--- src/verilog/imc_pkg.sv ---
/*
  package for the interrupt mode control block of sources 48 to 51:
  register offsets, field layout, reset values, mode codes, carriers.
  assumes an APB master with 32-bit data and aligned word access.
*/
// What this block does
// - bit 4 makes source 48 a dma trigger when set, an ordinary interrupt when clear.
// - bit 12 makes source 49 a dma trigger when set, an ordinary interrupt when clear.
// - bit 20 makes source 50 a dma trigger when set, an ordinary interrupt when clear.
// - bit 28 makes source 51 a dma trigger when set, an ordinary interrupt when clear.
// - with the trigger bit clear the 3-bit field is the cpu level, 000 disabled, 1 to 7 levels.
// - with the trigger bit set the same 3-bit field selects the dma channel instead.
// - channel selector codes map straight onto dma channels 0 to 7.
// - source 48 active state field bits 6:5 uses code 01, high level active.
// - sources 49 to 51 active state fields use code 11, rising edge detection.
// - bits 3,7,11,15,19,23,27,31 read as zero and all fields reset to zero.
package imc_pkg;

  localparam int          IMC_NSRC         = 4;
  localparam int          IMC_FIRST_SRC    = 48;
  localparam logic [31:0] IMC_OFS_MODE     = 32'hFFFFE030;
  localparam logic [31:0] IMC_OFS_STATUS   = 32'hFFFFE0F0;
  localparam logic [31:0] IMC_OFS_MASK     = 32'hFFFFE0F4;
  localparam logic [31:0] IMC_MODE_RESET   = 32'h00000000;
  localparam logic [31:0] IMC_MODE_WMASK   = 32'h77777777;
  localparam logic [3:0]  IMC_IRQ_RESET    = 4'h0;
  localparam int          IMC_LANE_W       = 8;
  localparam int          IMC_LVL_LSB      = 0;
  localparam int          IMC_DMA_BIT      = 4;
  localparam int          IMC_ACT_LSB      = 5;
  localparam logic [1:0]  IMC_ACT_HIGH     = 2'h1;
  localparam logic [1:0]  IMC_ACT_RISE     = 2'h3;
  localparam logic [2:0]  IMC_LVL_OFF      = 3'h0;

  typedef struct packed {
    logic [1:0] act;
    logic       dma;
    logic [2:0] lvl;
  } imc_lane_s;

  typedef struct packed {
    logic       req;
    logic [2:0] level;
  } imc_cpu_req_s;

  typedef struct packed {
    logic       req;
    logic [2:0] chan;
  } imc_dma_req_s;

endpackage

--- src/verilog/imc_src_lane.sv ---
/*
  one interrupt source lane: synchronise the request pin, detect its
  active state and route it to the cpu or to a dma channel.
  assumes the lane configuration is stable from the register file.
*/
`timescale 1ns/1ps
module imc_src_lane
  import imc_pkg::*;
(
  input  wire logic         pclk,
  input  wire logic         presetn,
  input  wire logic         src_pin,
  input  wire imc_lane_s    cfg,
  output imc_cpu_req_s      cpu_req,
  output imc_dma_req_s      dma_req,
  output logic              event_pulse
);

  ////////////////////////////////////////////////////////////////////////
  logic [2:0] sync_reg;
  logic       lvl_reg;
  logic       hit;
  logic       rise;
  logic       high;
  logic       high_d;

  always_ff @(posedge pclk or negedge presetn)
  begin
    if (!presetn)
    begin
      sync_reg <= 3'h0;
      lvl_reg  <= 1'b0;
      high_d   <= 1'b0;
    end
    else
    begin
      sync_reg <= {sync_reg[1:0], src_pin};
      high_d   <= lvl_reg;
      if (sync_reg[2] == sync_reg[1])
        lvl_reg <= sync_reg[1];
    end
  end

  // filtered level only changes once stages two and three agree
  assign high = lvl_reg;
  assign rise = (sync_reg[2] == sync_reg[1]) && sync_reg[1] && !lvl_reg;
  assign hit  = (cfg.act == IMC_ACT_HIGH) ? high :
                (cfg.act == IMC_ACT_RISE) ? rise : 1'b0;

  // level 000 disables the cpu path only, never the dma path
  assign cpu_req.req   = hit && !cfg.dma && (cfg.lvl != IMC_LVL_OFF);
  assign cpu_req.level = cfg.dma ? IMC_LVL_OFF : cfg.lvl;
  assign dma_req.req   = hit && cfg.dma;
  assign dma_req.chan  = cfg.lvl;
  // level mode flags status only on the cycle the level comes up
  assign event_pulse   = hit && (cfg.act == IMC_ACT_RISE ? 1'b1 : !high_d);

  AST_DMA_EXCL: assert property (@(posedge pclk) disable iff (!presetn)
    !(cpu_req.req && dma_req.req))
    else $error("cpu and dma request together");

endmodule

--- src/verilog/imc_top.sv ---
/*
  interrupt mode control register for sources 48 to 51 with apb slave,
  per-lane request routing, sticky event status, mask and irq output.
  assumes a single apb master on pclk; source pins are asynchronous.
*/
// The APB slave port was left to the implementer.
`timescale 1ns/1ps
module imc_top
  import imc_pkg::*;
(
  input  wire logic                  pclk,
  input  wire logic                  presetn,
  input  wire logic                  psel,
  input  wire logic                  penable,
  input  wire logic                  pwrite,
  input  wire logic [31:0]           paddr,
  input  wire logic [31:0]           pwdata,
  input  wire logic [3:0]            pstrb,
  output logic      [31:0]           prdata,
  output logic                       pready,
  output logic                       pslverr,
  input  wire logic [IMC_NSRC-1:0]   src_pin,
  output logic      [IMC_NSRC-1:0]   cpu_req,
  output logic      [IMC_NSRC*3-1:0] cpu_level,
  output logic      [IMC_NSRC-1:0]   dma_req,
  output logic      [IMC_NSRC*3-1:0] dma_chan,
  output logic                       irq
);

  ////////////////////////////////////////////////////////////////////////
  logic [31:0]          mode_reg;
  logic [31:0]          mode_next;
  logic [IMC_NSRC-1:0]  status_reg;
  logic [IMC_NSRC-1:0]  status_next;
  logic [IMC_NSRC-1:0]  mask_reg;
  logic [IMC_NSRC-1:0]  mask_next;
  logic [31:0]          prdata_reg;
  logic [IMC_NSRC-1:0]  ev;
  logic [31:0]          bmask;
  logic [31:0]          rd_mux;
  logic                 wr_en;
  logic                 rd_en;
  logic                 sel_mode;
  logic                 sel_stat;
  logic                 sel_mask;
  logic                 sel_any;

  assign wr_en    = psel && penable && pwrite;
  assign rd_en    = psel && !penable && !pwrite;
  assign sel_mode = (paddr == IMC_OFS_MODE);
  assign sel_stat = (paddr == IMC_OFS_STATUS);
  assign sel_mask = (paddr == IMC_OFS_MASK);
  assign sel_any  = sel_mode || sel_stat || sel_mask;
  assign bmask    = {{8{pstrb[3]}}, {8{pstrb[2]}}, {8{pstrb[1]}}, {8{pstrb[0]}}};

  // zero-wait slave; unmapped addresses answer with an error
  assign pready  = 1'b1;
  assign pslverr = psel && penable && !sel_any;
  assign prdata  = prdata_reg;

  // unused bits never stored, so they read zero
  assign mode_next = (wr_en && sel_mode) ?
    ((mode_reg & ~bmask) | (pwdata & bmask & IMC_MODE_WMASK)) : mode_reg;
  // set wins over a write-one clear in the same cycle
  assign status_next = (wr_en && sel_stat && pstrb[0]) ?
    ((status_reg & ~pwdata[IMC_NSRC-1:0]) | ev) : (status_reg | ev);
  assign mask_next = (wr_en && sel_mask && pstrb[0]) ? pwdata[IMC_NSRC-1:0] : mask_reg;

  assign rd_mux = sel_mode ? mode_reg :
                  sel_stat ? {28'h0000000, status_reg} :
                  sel_mask ? {28'h0000000, mask_reg} : 32'h00000000;

  always_ff @(posedge pclk or negedge presetn)
  begin
    if (!presetn)
    begin
      mode_reg   <= IMC_MODE_RESET;
      status_reg <= IMC_IRQ_RESET;
      mask_reg   <= IMC_IRQ_RESET;
      prdata_reg <= 32'h00000000;
    end
    else
    begin
      mode_reg   <= mode_next;
      status_reg <= status_next;
      mask_reg   <= mask_next;
      prdata_reg <= rd_en ? rd_mux : prdata_reg;
    end
  end

  assign irq = |(status_reg & mask_reg);

  ////////////////////////////////////////////////////////////////////////
  // one lane per byte of the mode register
  genvar g;
  generate
    for (g = 0; g < IMC_NSRC; g++)
    begin : g_lane
      imc_lane_s    cfg;
      imc_cpu_req_s c_req;
      imc_dma_req_s d_req;
      assign cfg.lvl = mode_reg[g*IMC_LANE_W+IMC_LVL_LSB +: 3];
      assign cfg.dma = mode_reg[g*IMC_LANE_W+IMC_DMA_BIT];
      assign cfg.act = mode_reg[g*IMC_LANE_W+IMC_ACT_LSB +: 2];
      imc_src_lane u_lane
      (
        .pclk        (pclk),
        .presetn     (presetn),
        .src_pin     (src_pin[g]),
        .cfg         (cfg),
        .cpu_req     (c_req),
        .dma_req     (d_req),
        .event_pulse (ev[g])
      );
      assign cpu_req[g]         = c_req.req;
      assign cpu_level[g*3 +: 3] = c_req.level;
      assign dma_req[g]         = d_req.req;
      assign dma_chan[g*3 +: 3] = d_req.chan;
    end
  endgenerate

  ////////////////////////////////////////////////////////////////////////
  AST_RSVD_ZERO: assert property (@(posedge pclk) disable iff (!presetn)
    (mode_reg & ~IMC_MODE_WMASK) == 32'h00000000)
    else $error("reserved mode bit set");
  AST_DMA48: assert property (@(posedge pclk) disable iff (!presetn)
    dma_req[0] |-> mode_reg[4])
    else $error("src48 dma without trigger bit");
  AST_DMA49: assert property (@(posedge pclk) disable iff (!presetn)
    dma_req[1] |-> mode_reg[12])
    else $error("src49 dma without trigger bit");
  AST_DMA50: assert property (@(posedge pclk) disable iff (!presetn)
    dma_req[2] |-> mode_reg[20])
    else $error("src50 dma without trigger bit");
  AST_DMA51: assert property (@(posedge pclk) disable iff (!presetn)
    dma_req[3] |-> mode_reg[28])
    else $error("src51 dma without trigger bit");
  AST_LVL_OFF: assert property (@(posedge pclk) disable iff (!presetn)
    cpu_req[0] |-> (cpu_level[2:0] != 3'h0) && !mode_reg[4])
    else $error("disabled level raised cpu request");
  AST_CHAN: assert property (@(posedge pclk) disable iff (!presetn)
    dma_req[0] |-> dma_chan[2:0] == mode_reg[2:0])
    else $error("dma channel not taken from level field");
  AST_WRITE: assert property (@(posedge pclk) disable iff (!presetn)
    (wr_en && sel_mode && (pstrb == 4'hF)) |=> mode_reg == ($past(pwdata) & IMC_MODE_WMASK))
    else $error("mode write not stored");
  AST_HIGH48: assert property (@(posedge pclk) disable iff (!presetn)
    (mode_reg[6:5] == 2'h1 && !mode_reg[4] && mode_reg[2:0] != 3'h0
      && g_lane[0].u_lane.lvl_reg) |-> cpu_req[0])
    else $error("high level not requested");
  AST_RISE: assert property (@(posedge pclk) disable iff (!presetn)
    (mode_reg[14:13] == 2'h3 && dma_req[1]) |=> !dma_req[1])
    else $error("rising edge request longer than one cycle");

endmodule

--- config.mk ---
export PLATFORM = sky130hd
export DESIGN_NAME = imc_top
export DESIGN_NICKNAME = d
export VERILOG_FILES = /design/src/verilog/imc_pkg.sv /design/src/verilog/imc_src_lane.sv /design/src/verilog/imc_top.sv
export SDC_FILE = /design/constraint.sdc
export NUM_CORES = 1
export LEC_CHECK = 0
export BUFFER_PORTS_ARGS = -buffer_cell sky130_fd_sc_hd__clkbuf_2
export CORE_UTILIZATION = 47
export CTS_BUF_LIST = sky130_fd_sc_hd__clkbuf_4 sky130_fd_sc_hd__clkbuf_8
export DETAILED_ROUTE_END_ITERATION = 10
export GPL_ROUTABILITY_DRIVEN = 0
export PLACE_DENSITY = 0.84
export SETUP_SLACK_MARGIN = 0.2
export SYNTH_ARGS = -nofsm -noshare
export SYNTH_HDL_FRONTEND = slang
export SYNTH_HIERARCHICAL = 1
export SYNTH_SLANG_ARGS = --single-unit
--- constraint.sdc ---
create_clock -name pclk -period 1.8 [get_ports pclk]
set_clock_uncertainty 0.1 [all_clocks]
set_input_delay 0.09 -clock pclk [delete_from_list [all_inputs] [get_ports pclk]]
set_output_delay 0.09 -clock pclk [all_outputs]
set_load 0.02 [all_outputs]
==> run_results.csv, run 1 <==
group,metric,value,unit
clock_tree,cts.sinks,92,
final_layout,area_delta_synth_final,43.83,%
clock_tree,htree_levels,3,
clock_tree,cts_buffers,9,
logic_synthesis,synthArstFlopShare,100.0,%
final_layout,final_cell_mix,"clkbuf_2 (125), dfrtp_1 (92), nand2_1 (71)",
die,io_pins,144,
power,ir_drop,0.0003812,V
logic_synthesis,synth_top_family_by_area,"simple AND/OR/NAND/NOR gates",
timing,rsz0062_at_grt,"true",
final_layout,multi_input_area,1926,um^2
clock_tree,worstSkewPairLatency,0.35,ns
logic_synthesis,synth_simple_gate_area_share,19.28,%
logic_synthesis,synth_area,4159,um^2
power,clock_power_share,33.8,%
logic_synthesis,synth_enable_flop_cells,0,
routing,drc,0,
final_layout,final_area,5982,um^2
worst_setup_path,end_kind,"output pin",
die,die_width,96.07,um
global_route,track_usage,23.55,%
logic_synthesis,yosysWarnings,6,
status,violations,"setup timing",
power,switching_share,23.46,%
final_layout,regArea,2302,um^2
place,placed_cell_area,5092,um^2
timing,fmax,499.0,MHz
global_route,grt_overflow,0,
logic_synthesis,synthXorXnorAreaFrac,0,%
routing,first_pass_iters,4,
worst_setup_path,required,1.61,ns
power,cellLeakagePower,2.964,nW
clock_tree,clk_path_buf_depth,2,
status,status,"finished with violations",
place,numPortBuffers,135,
worst_setup_path,arrival,1.81,ns
die,start_util,49.62,%
power,cellInternalPower,0.002821,W
clock_tree,clk_pin_slew,0.09,ns
power,power.share.combinational,8.5,%
logic_synthesis,synthMuxAreaShare,9.627,%
global_route,grt_pass1_wl,16330,um
timing,slew_headroom,60.36,%
job,cap_violations,0,
logic_synthesis,synth_flop_cell,"dfrtp_1",
routing,wl_per_cell,15.73,um
die,fp.dieH,96.07,um
logic_synthesis,synth_cell_type_count,36,
timing,finalHoldViolCount,0,
logic_synthesis,avgSynthCellArea,11.58,um^2
worst_hold_path,hp-class,"input pin to async pin",
routing,ant_nets,0,
clock_tree,cts_tree,"built",
die,core,8382,um^2
global_route,antenna_found_initial,1,
final_layout,nFillCells,579,
timing,fin_crit_sh,111.3,%
logic_synthesis,synth-adder-area-share,1.203,%
die,rows,33,
final_layout,drive_above_1_share,51.90,%
place,preCtsSetupSlack,-0.5414,ns
logic_synthesis,synth-seq-cells,92,
timing,setup_slack,-0.2041,ns
final_layout,final_common_cell,"clkbuf_2",
logic_synthesis,synth_cells,359,
place,dpl.hpwl,7067,um
timing,drv_slew,0,
logic_synthesis,syn_nets,440,
timing,setup_viol,55,
timing,worst_pin_slew,0.5932,ns
worst_setup_path,criticalPathCategory,"input pin to output pin",
logic_synthesis,seq_area_frac_synth,55.35,%
global_route,grt_pass1_vias,3469,
routing,first_iter_violations,152,
power,p_seq_share,57.7,%
power,p_sw,0.0008644,W
clock_tree,cts-root-buf,"clkbuf_8",
timing,min_period,2.004,ns
global_route,grt_max_degree,45,
worst_setup_path,startpoint_type,"input pin",
routing,wirelength,10370,um
final_layout,fin_util,71.37,%
logic_synthesis,synth_compound_area_share,9.807,%
die,die_area,9229,um^2
worst_setup_path,crit_fanout,3,
final_layout,nets,630,
worst_setup_path,rrSetupSlack,0.37,ns
routing,vias,3386,
routing,via_per_inst,5.138,
power,p_per_area,616.0,nW/um^2
-- cell type report --
class,count,area share [%]
clock inverter,4,0.4392
inverter,5,0.3137
antenna,1,0.04183
multi-input combinational,235,32.19
clock buffer,11,2.426
sequential,92,38.49
tap,105,2.196
timing repair buffer,206,23.91
-- power groups by stage --
stage | combinational (W) | clock [W] | sequential (W)
3_3_place_gp | 0.000235 | 0 | 0.00217
4_1_cts | 0.000304 | 0.00126 | 0.00213
5_1_grt | 0.000347 | 0.00135 | 0.00213
6_report | 0.000314 | 0.00124 | 0.00213
3_5_place_dp | 0.000241 | 0 | 0.00217
2_1_floorplan | 0.0000937 | 0 | 0.00216
-- stage by stage --
step | std cells | total power [W] | hold WS (ns) | TNS (ns)
after detailed placement | 599 | 0.002410 | 0.001148 | -32.09
after floorplan | 359 | 0.002255 | -0.3056 | -22.93
after global placement | 599 | 0.002400 | -0.009330 | -31.13
final | 659 | 0.003685 | 0.1576 | -6.065
after global routing | 658 | 0.003826 | 0.1800 | -7.988
after CTS | 653 | 0.003688 | 0.1477 | -6.095
-- worst max-delay path, stage by stage --
cell	delay (ns)
clkbuf_2	0.08
or4_4	0.53
or4_4	0.42
buf_6	0.14
o21a_1	0.18
o211a_4	0.23
buf_8	0.13
-- final timing paths --
path / startpoint / end / cells past startpoint
setup reg to reg: g_lane[2].u_lane/sync_reg[1]$_DFF_PN0_ / status_reg[2]$_DFF_PN0_ / 5
hold reg to reg: g_lane[3].u_lane/sync_reg[0]$_DFF_PN0_ / g_lane[3].u_lane/sync_reg[1]$_DFF_PN0_ / 0
setup / recovery: paddr[10] / pslverr / 7
hold / removal: presetn / async pin / 2
max in group asynchronous: presetn / prdata[11]$_DFFE_PN0P_ / 3
min in group pclk: pstrb[1] / mode_reg[15]$_DFFE_PN0P_ / 5
-- cell usage after synthesis, types with 5 or more instances --
cell type | number | area (um^2)
inv_1 | 5 | 18.77
nor2b_1 | 21 | 131.4
dfrtp_1 | 92 | 2302
mux2_2 | 32 | 360.4
o21ai_0 | 8 | 40.04
nand4_1 | 5 | 31.28
nor3_1 | 5 | 25.02
nor2_1 | 6 | 22.52
clkbuf_1 | 9 | 33.78
buf_4 | 13 | 97.59
o21ai_2 | 24 | 210.2
o21a_1 | 5 | 37.54
nand2_1 | 71 | 266.5
-- metal layers --
metal | part of all wire [%] | global-route usage [%] | vias to the layer above
li1 | - | - | 1599
met1 | 42 | 28.00 | 1673
met2 | 52 | 41.43 | 99
met3 | 4.4 | 5.213 | 15
met4 | 1.6 | 8.955 | 0
met5 | 0 | 0 | -
-- cells by family after synthesis --
kind of cell	count (synthesis)
compound gates	52
mux	36
flops	92
fa+ha+maj	4
buf+inv	32
other cells	1
simple gates	142
-- repair_timing --
action / 4_1_cts / 5_1_grt
setup endpoints to repair: 81 / 81
setup buffers: 8 / 5
pin swaps: 12 / 9
hold buffers: 30 / 0
gates cloned: 1 / 0
resized for setup: 45 / 37
endpoints found under the hold margin: 74 / 0
(Power assumes the default switching activity.)
==> run 2, diff against run 1 <==
CORE_UTILIZATION = 50   (was 47)
PLACE_DENSITY = 0.85   (was 0.84)
clock period = 1.9 ns   (was 1.8 ns; I/O delays follow)
==> run 2 against run 1 <==
Effect of this change: the run still ends with setup timing left; worst setup slack improved by 0.099 ns; clock power up 23%; final cell count decreased by 0.76%; largest cell class unchanged; highest routed layer unchanged.
==> run_results.csv, run 2 (synthesis gave the netlist of run 1 again) <==
group,metric,value,unit
clock_tree,cts_tree,"built",
routing,vias,3375,
die,start_util,52.73,%
worst_setup_path,crit_path_top_delay_cell,"or4_4",
timing,slew_headroom,61.71,%
final_layout,nets,628,
routing,first_iter_violations,111,
timing,min_period,2.005,ns
clock_tree,worstSkewPairLatency,0.34,ns
timing,drv_slew,0,
die,rows,32,
die,core,7888,um^2
clock_tree,clk_pin_slew,0.08,ns
worst_setup_path,crit_chain,"clkbuf_2, or4_4, or4_4, buf_6, o21a_1, o211a_4, buf_8",
routing,wirelength,10110,um
final_layout,final_cell_mix,"clkbuf_2 (125), dfrtp_1 (92), nand2_1 (71)",
worst_hold_path,hp-class,"input pin to register",
status,violations,"setup timing",
die,die_area,8686,um^2
timing,setup_slack,-0.1050,ns
status,status,"finished with violations",
routing,ant_nets,0,
place,numPortBuffers,135,
worst_setup_path,criticalPathCategory,"input pin to output pin",
final_layout,fin_util,76.17,%
worst_setup_path,crit_fanout,2,
timing,finalHoldViolCount,0,
global_route,grt_max_degree,47,
global_route,track_usage,23.85,%
die,fp.dieH,93.20,um
timing,fmax,498.7,MHz
final_layout,nFillCells,499,
timing,setup_viol,51,
die,io_pins,144,
worst_setup_path,required,1.70,ns
job,cap_violations,0,
final_layout,final_common_cell,"clkbuf_2",
worst_setup_path,worst_path_most_repeated_cell,"or4_4",
final_layout,insertedDiodeCount,0,
die,die_width,93.20,um
final_layout,multi_input_area,1924,um^2
routing,first_pass_iters,4,
clock_tree,htree_levels,3,
worst_setup_path,slowest_delay,0.52,ns
place,preCtsSetupSlack,-0.4498,ns
routing,wl_per_cell,15.46,um
worst_setup_path,end_kind,"output pin",
place,dpl.hpwl,6970,um
place,placed_cell_area,5074,um^2
power,ir_drop,0.0006090,V
timing,fin_crit_sh,105.5,%
global_route,grt_overflow,0,
global_route,grt_pass1_vias,3432,
global_route,grt_pass1_wl,15960,um
final_layout,regArea,2302,um^2
worst_setup_path,arrival,1.81,ns
power,p_per_area,638.5,nW/um^2
clock_tree,cts.sinks,92,
clock_tree,cts-root-buf,"clkbuf_8",
final_layout,area_delta_synth_final,44.46,%
timing,worst_pin_slew,0.5744,ns
global_route,antenna_found_initial,0,
final_layout,final_area,6008,um^2
clock_tree,cts_buffers,9,
final_layout,drive_above_1_share,51.45,%
routing,via_per_inst,5.161,
power,cellLeakagePower,2.974,nW
worst_setup_path,startpoint_type,"input pin",
routing,drc,0,
clock_tree,clk_path_buf_depth,2,
timing,rsz0062_at_grt,"true",
## run 2: cell types whose count changed in the layout (fill, tap and decap cells not counted), moves of 2 or more
cell       before  now
o22ai_4         0    2
mux2_2          5    9
buf_4          32   34
o22ai_2         4    2
mux2_4         27   23
bufinv_16       0    3
o21ai_2        31   27
buf_6          13    9
o21ai_1         0    3
## run 2: final cells by class
class                      count  share of cell area (%)
sequential                    92                   38.32
multi-input combinational    235                   32.03
timing repair buffer         204                   23.26
tap                          102                   2.124
clock buffer                   9                   2.062
clock inverter                 7                   1.895
inverter                       5                  0.3124
## run 2: worst max-delay path: cells and delay by family
family / cells / cell delay [ns]
AO/OA/AOI/OAI: 2 / 0.33
AND/OR/NAND/NOR: 2 / 1.03
buffers and inverters: 3 / 0.35
## run 2: where the power goes
group / internal (W) / switching [W] / total (W)
sequential: 0.00199 / 0.0000209 / 0.00202
combinational: 0.000156 / 0.000137 / 0.000292
clock: 0.000872 / 0.000657 / 0.00153
total: 0.00302 / 0.000814 / 0.00384
## run 2: metal layers
| layer | vias up | global-route usage (%) | wire length [um] |
|---|---|---|---|
| met5 | - | 0 | 0 |
| met4 | 0 | 9.872 | 210 |
| met3 | 18 | 4.797 | 587 |
| met2 | 121 | 41.42 | 5218 |
| met1 | 1648 | 28.92 | 4097 |
| li1 | 1588 | - | - |
## run 2: path summary, 6_finish.rpt
kind	startpoint	endpoint	slack [ns]	cells past startpoint
max in group asynchronous	presetn	prdata[30]$_DFFE_PN0P_	0.89	3
worst max register to register	g_lane[2].u_lane/sync_reg[1]$_DFF_PN0_	status_reg[2]$_DFF_PN0_	0.30	6
min in group asynchronous	presetn	g_lane[0].u_lane/high_d$_DFF_PN0_	0.18	2
worst min-delay path	pstrb[0]	status_reg[1]$_DFF_PN0_	0.17	4
worst min register to register	g_lane[1].u_lane/sync_reg[0]$_DFF_PN0_	g_lane[1].u_lane/sync_reg[1]$_DFF_PN0_	0.26	0
worst max-delay path	paddr[10]	pslverr	-0.11	7
## run 2: what timing repair did
item / CTS / global route
pin swaps: 12 / 18
hold endpoints to repair: 79 / 0
cloned: 0 / 1
hold buffers: 30 / 0
setup buffers: 10 / 3
gates resized for setup: 24 / 50
endpoints found under the setup margin: 73 / 81
## run 2: metrics by stage
stage	hold WS, ns	setup TNS, ns	power, W	std cells
after floorplan	-0.3006	-16.77	0.002136	359
after global placement	0.02197	-23.28	0.002271	594
after detailed placement	0.03733	-24.49	0.002283	594
after CTS	0.1054	-2.518	0.003859	650
after global routing	0.2137	-3.641	0.003992	654
final	0.1734	-2.402	0.003836	654
==> run 3, diff against run 2 <==
SYNTH_HIERARCHICAL = not set   (was 1)
==> run 3 against run 2 <==
Effect of this change: the run now ends clean; worst setup slack better by 0.11 ns; via count up 5.3%; worst hold slack worse by 0.083 ns; final cell count increased by 0.76%; clock-buffer cell count unchanged; clock power is 10% lower; largest cell class unchanged.
==> run_results.csv, run 3 <==
group,metric,value,unit
status,status,"completed",
die,fp.dieH,92.83,um
worst_setup_path,criticalPathCategory,"input pin to output pin",
final_layout,finalNonFillerCells,659,
worst_setup_path,startpoint_type,"input pin",
final_layout,area_delta_synth_final,42.68,%
routing,drc,0,
logic_synthesis,synth_cell_type_count,36,
global_route,grt_pass1_wl,17060,um
logic_synthesis,netlist.area_leader.share,55.81,%
clock_tree,cts_tree,"built",
worst_setup_path,crit_family,"simple AND/OR/NAND/NOR gates",
logic_synthesis,synth_enable_flop_cells,0,
global_route,grt_pass1_vias,3571,
final_layout,drive_above_1_share,49.73,%
logic_synthesis,synth.area.top_cells,"dfrtp_1 (56%), mux2_2 (8.7%), nand2_1 (6.8%)",
logic_synthesis,seq_area_frac_synth,55.81,%
die,die_width,92.83,um
timing,finalHoldViolCount,0,
clock_tree,cts.sinks,92,
worst_setup_path,arrival,1.70,ns
worst_hold_path,hold_start,"pstrb[0]",
timing,fin_crit_sh,99.50,%
worst_setup_path,required,1.70,ns
logic_synthesis,synth.top_cells.by_count,"dfrtp_1 (92), nand2_1 (75), mux2_2 (32), o21ai_2 (20), buf_4 (14)",
worst_setup_path,crit_path_top_delay_cell,"or4_4",
worst_setup_path,rrSetupSlack,0.45,ns
worst_setup_path,critical_path_buf_inv_count,3,
logic_synthesis,yosysWarnings,0,
worst_setup_path,reg2reg_to,"status_reg[2]$_DFF_PN0_",
clock_tree,htree_levels,3,
routing,ant_nets,0,
die,start_util,52.57,%
logic_synthesis,synthArstFlopShare,100.0,%
timing,fmax,529.0,MHz
worst_hold_path,hp-class,"input pin to register",
die,die_area,8617,um^2
logic_synthesis,synth_most_common_cell,"dfrtp_1",
routing,vias,3553,
clock_tree,clk_pin_slew,0.09,ns
clock_tree,cts-root-buf,"clkbuf_8",
worst_setup_path,r2r-start,"g_lane[2].u_lane.sync_reg[1]$_DFF_PN0_",
worst_setup_path,crit_chain,"clkbuf_2, or4_4, or4_4, buf_12, o21ai_2, a21oi_2, clkbuf_2",
worst_setup_path,worstRegToRegCells,7,
die,io_pins,144,
routing,first_pass_iters,4,
place,dpl.hpwl,7191,um
clock_tree,worstSkewPairLatency,0.36,ns
logic_synthesis,synth_flop_cell,"dfrtp_1",
worst_setup_path,slowest_delay,0.52,ns
clock_tree,cts_buffers,9,
power,ir_drop,0.0004300,V
logic_synthesis,synth_cells,364,
global_route,grt_overflow,0,
logic_synthesis,syn_nets,445,
worst_hold_path,worstHoldPathCells,4,
timing,min_period,1.890,ns
routing,first_iter_violations,125,
timing,setup_slack,0.009547,ns
routing,wirelength,10760,um
worst_hold_path,holdPathEnd,"status_reg[1]$_DFF_PN0_",
final_layout,final_common_cell,"clkbuf_2",
worst_setup_path,crit_fanout,5,
final_layout,insertedDiodeCount,0,
job,cap_violations,0,
timing,drv_slew,0,
global_route,track_usage,25.84,%
power,cellLeakagePower,2.891,nW
clock_tree,clk_path_buf_depth,2,
power,p_per_area,625.9,nW/um^2
die,core,7848,um^2
place,numPortBuffers,135,
place,preCtsSetupSlack,-0.3883,ns
final_layout,final_cell_mix,"clkbuf_2 (126), dfrtp_1 (92), nand2_1 (73)",
final_layout,nets,633,
routing,wl_per_cell,16.32,um
global_route,grt_max_degree,43,
global_route,antenna_found_initial,0,
logic_synthesis,yosys.area.top_type,"dfrtp_1",
logic_synthesis,avgSynthCellArea,11.33,um^2
worst_setup_path,end_kind,"output pin",
logic_synthesis,synth-seq-cells,92,
timing,rsz0062_at_grt,"true",
die,rows,32,
logic_synthesis,synth_area,4125,um^2
final_layout,nFillCells,528,
place,placedCellCount,598,
routing,via_per_inst,5.392,
timing,setup_viol,0,
==> run 3: cell count changes in the layout (fill, tap and decap cells not counted), moves of 5 or more <==
cell / delta
nor2b_1: -8
nor4_1: +8
nand4_1: +5
mux2_2: +5
o21ai_0: +6
and2b_2: +6
mux2_4: -5
o21a_1: -5
==> run 3: worst reg2reg max path: stages (launching register included) <==
cell and delay [ns]:
dfrtp_1 0.38, ha_2 0.17, nand2_1 0.05, mux2i_1 0.16
nand2_2 0.11, buf_4 0.14, buf_4 0.12, o22ai_1 0.14
==> run 3: cell type report <==
class,count,area [um^2],area share [%]
clock buffers,9,123.9,2.105
clock inverters,7,81.33,1.382
inverters,7,26.28,0.4464
multi-input cells,239,1832,31.12
flip-flops and latches,92,2302,39.12
well taps,102,127.6,2.168
repair buffers,203,1393,23.66
==> run 3: through the flow <==
step / power [W] / cell area (um^2) / hold slack [ns] / utilization, % / setup TNS, ns
final: 0.003684 / 5886 / 0.09012 / 75.00 / 0
after global routing: 0.003829 / 5886 / 0.08853 / 75.00 / -0.05226
after CTS: 0.003695 / 5771 / 0.05652 / 73.53 / 0
after detailed placement: 0.002289 / 4976 / -0.01735 / 63.41 / -15.97
after global placement: 0.002277 / 4976 / -0.02938 / 63.41 / -14.09
after floorplan: 0.002133 / 4151 / -0.3006 / - / -10.49
==> run 3: repair_timing <==
action                                  CTS  global route
hold endpoints to repair                107             0
hold buffers                             30             0
buffers inserted                          8             5
pin swaps                                13             5
endpoints found under the setup margin   62            72
gates cloned                              2             0
gates resized for setup                  51            26
==> run 3: logic make-up after synthesis <==
logic type / after synthesis / share of synthesized area [%]
muxes: 37 / 9.949
buffers and inverters: 33 / 4.823
DFF: 92 / 55.81
other: 1 / 0.09090
adders and majority gates: 4 / 1.213
AOI/OAI and AO/OA: 50 / 9.039
and+or+nand+nor: 147 / 19.08
==> run 3: how the worst max path moves through the flow <==
stage                     startpoint  depth (start not counted)                     end
after floorplan            paddr[10]                          7  prdata[23]$_DFFE_PN0P_
after global placement     paddr[10]                          7                register
after detailed placement    paddr[3]                          6  prdata[20]$_DFFE_PN0P_
after CTS                  paddr[10]                          7                 pslverr
after global routing       paddr[10]                          7                 pslverr
final                      paddr[10]                          7                 pslverr
==> run 3: layer usage <==
layer | share of wire, % | track usage (%) | up-vias | wire length, um
li1 | - | - | 1639 | -
met1 | 41 | 31.45 | 1767 | 4356
met2 | 53 | 45.40 | 129 | 5701
met3 | 5.0 | 3.695 | 18 | 535
met4 | 1.5 | 11.41 | 0 | 161
met5 | 0 | 0 | - | 0
==> run 3: power by group <==
part	leakage (nW)	total (W)	internal [W]	switching (W)
logic	1.58	0.000301	0.000158	0.000142
clock network	0.0944	0.00137	0.000626	0.000741
registers	1.22	0.00202	0.00199	0.0000214
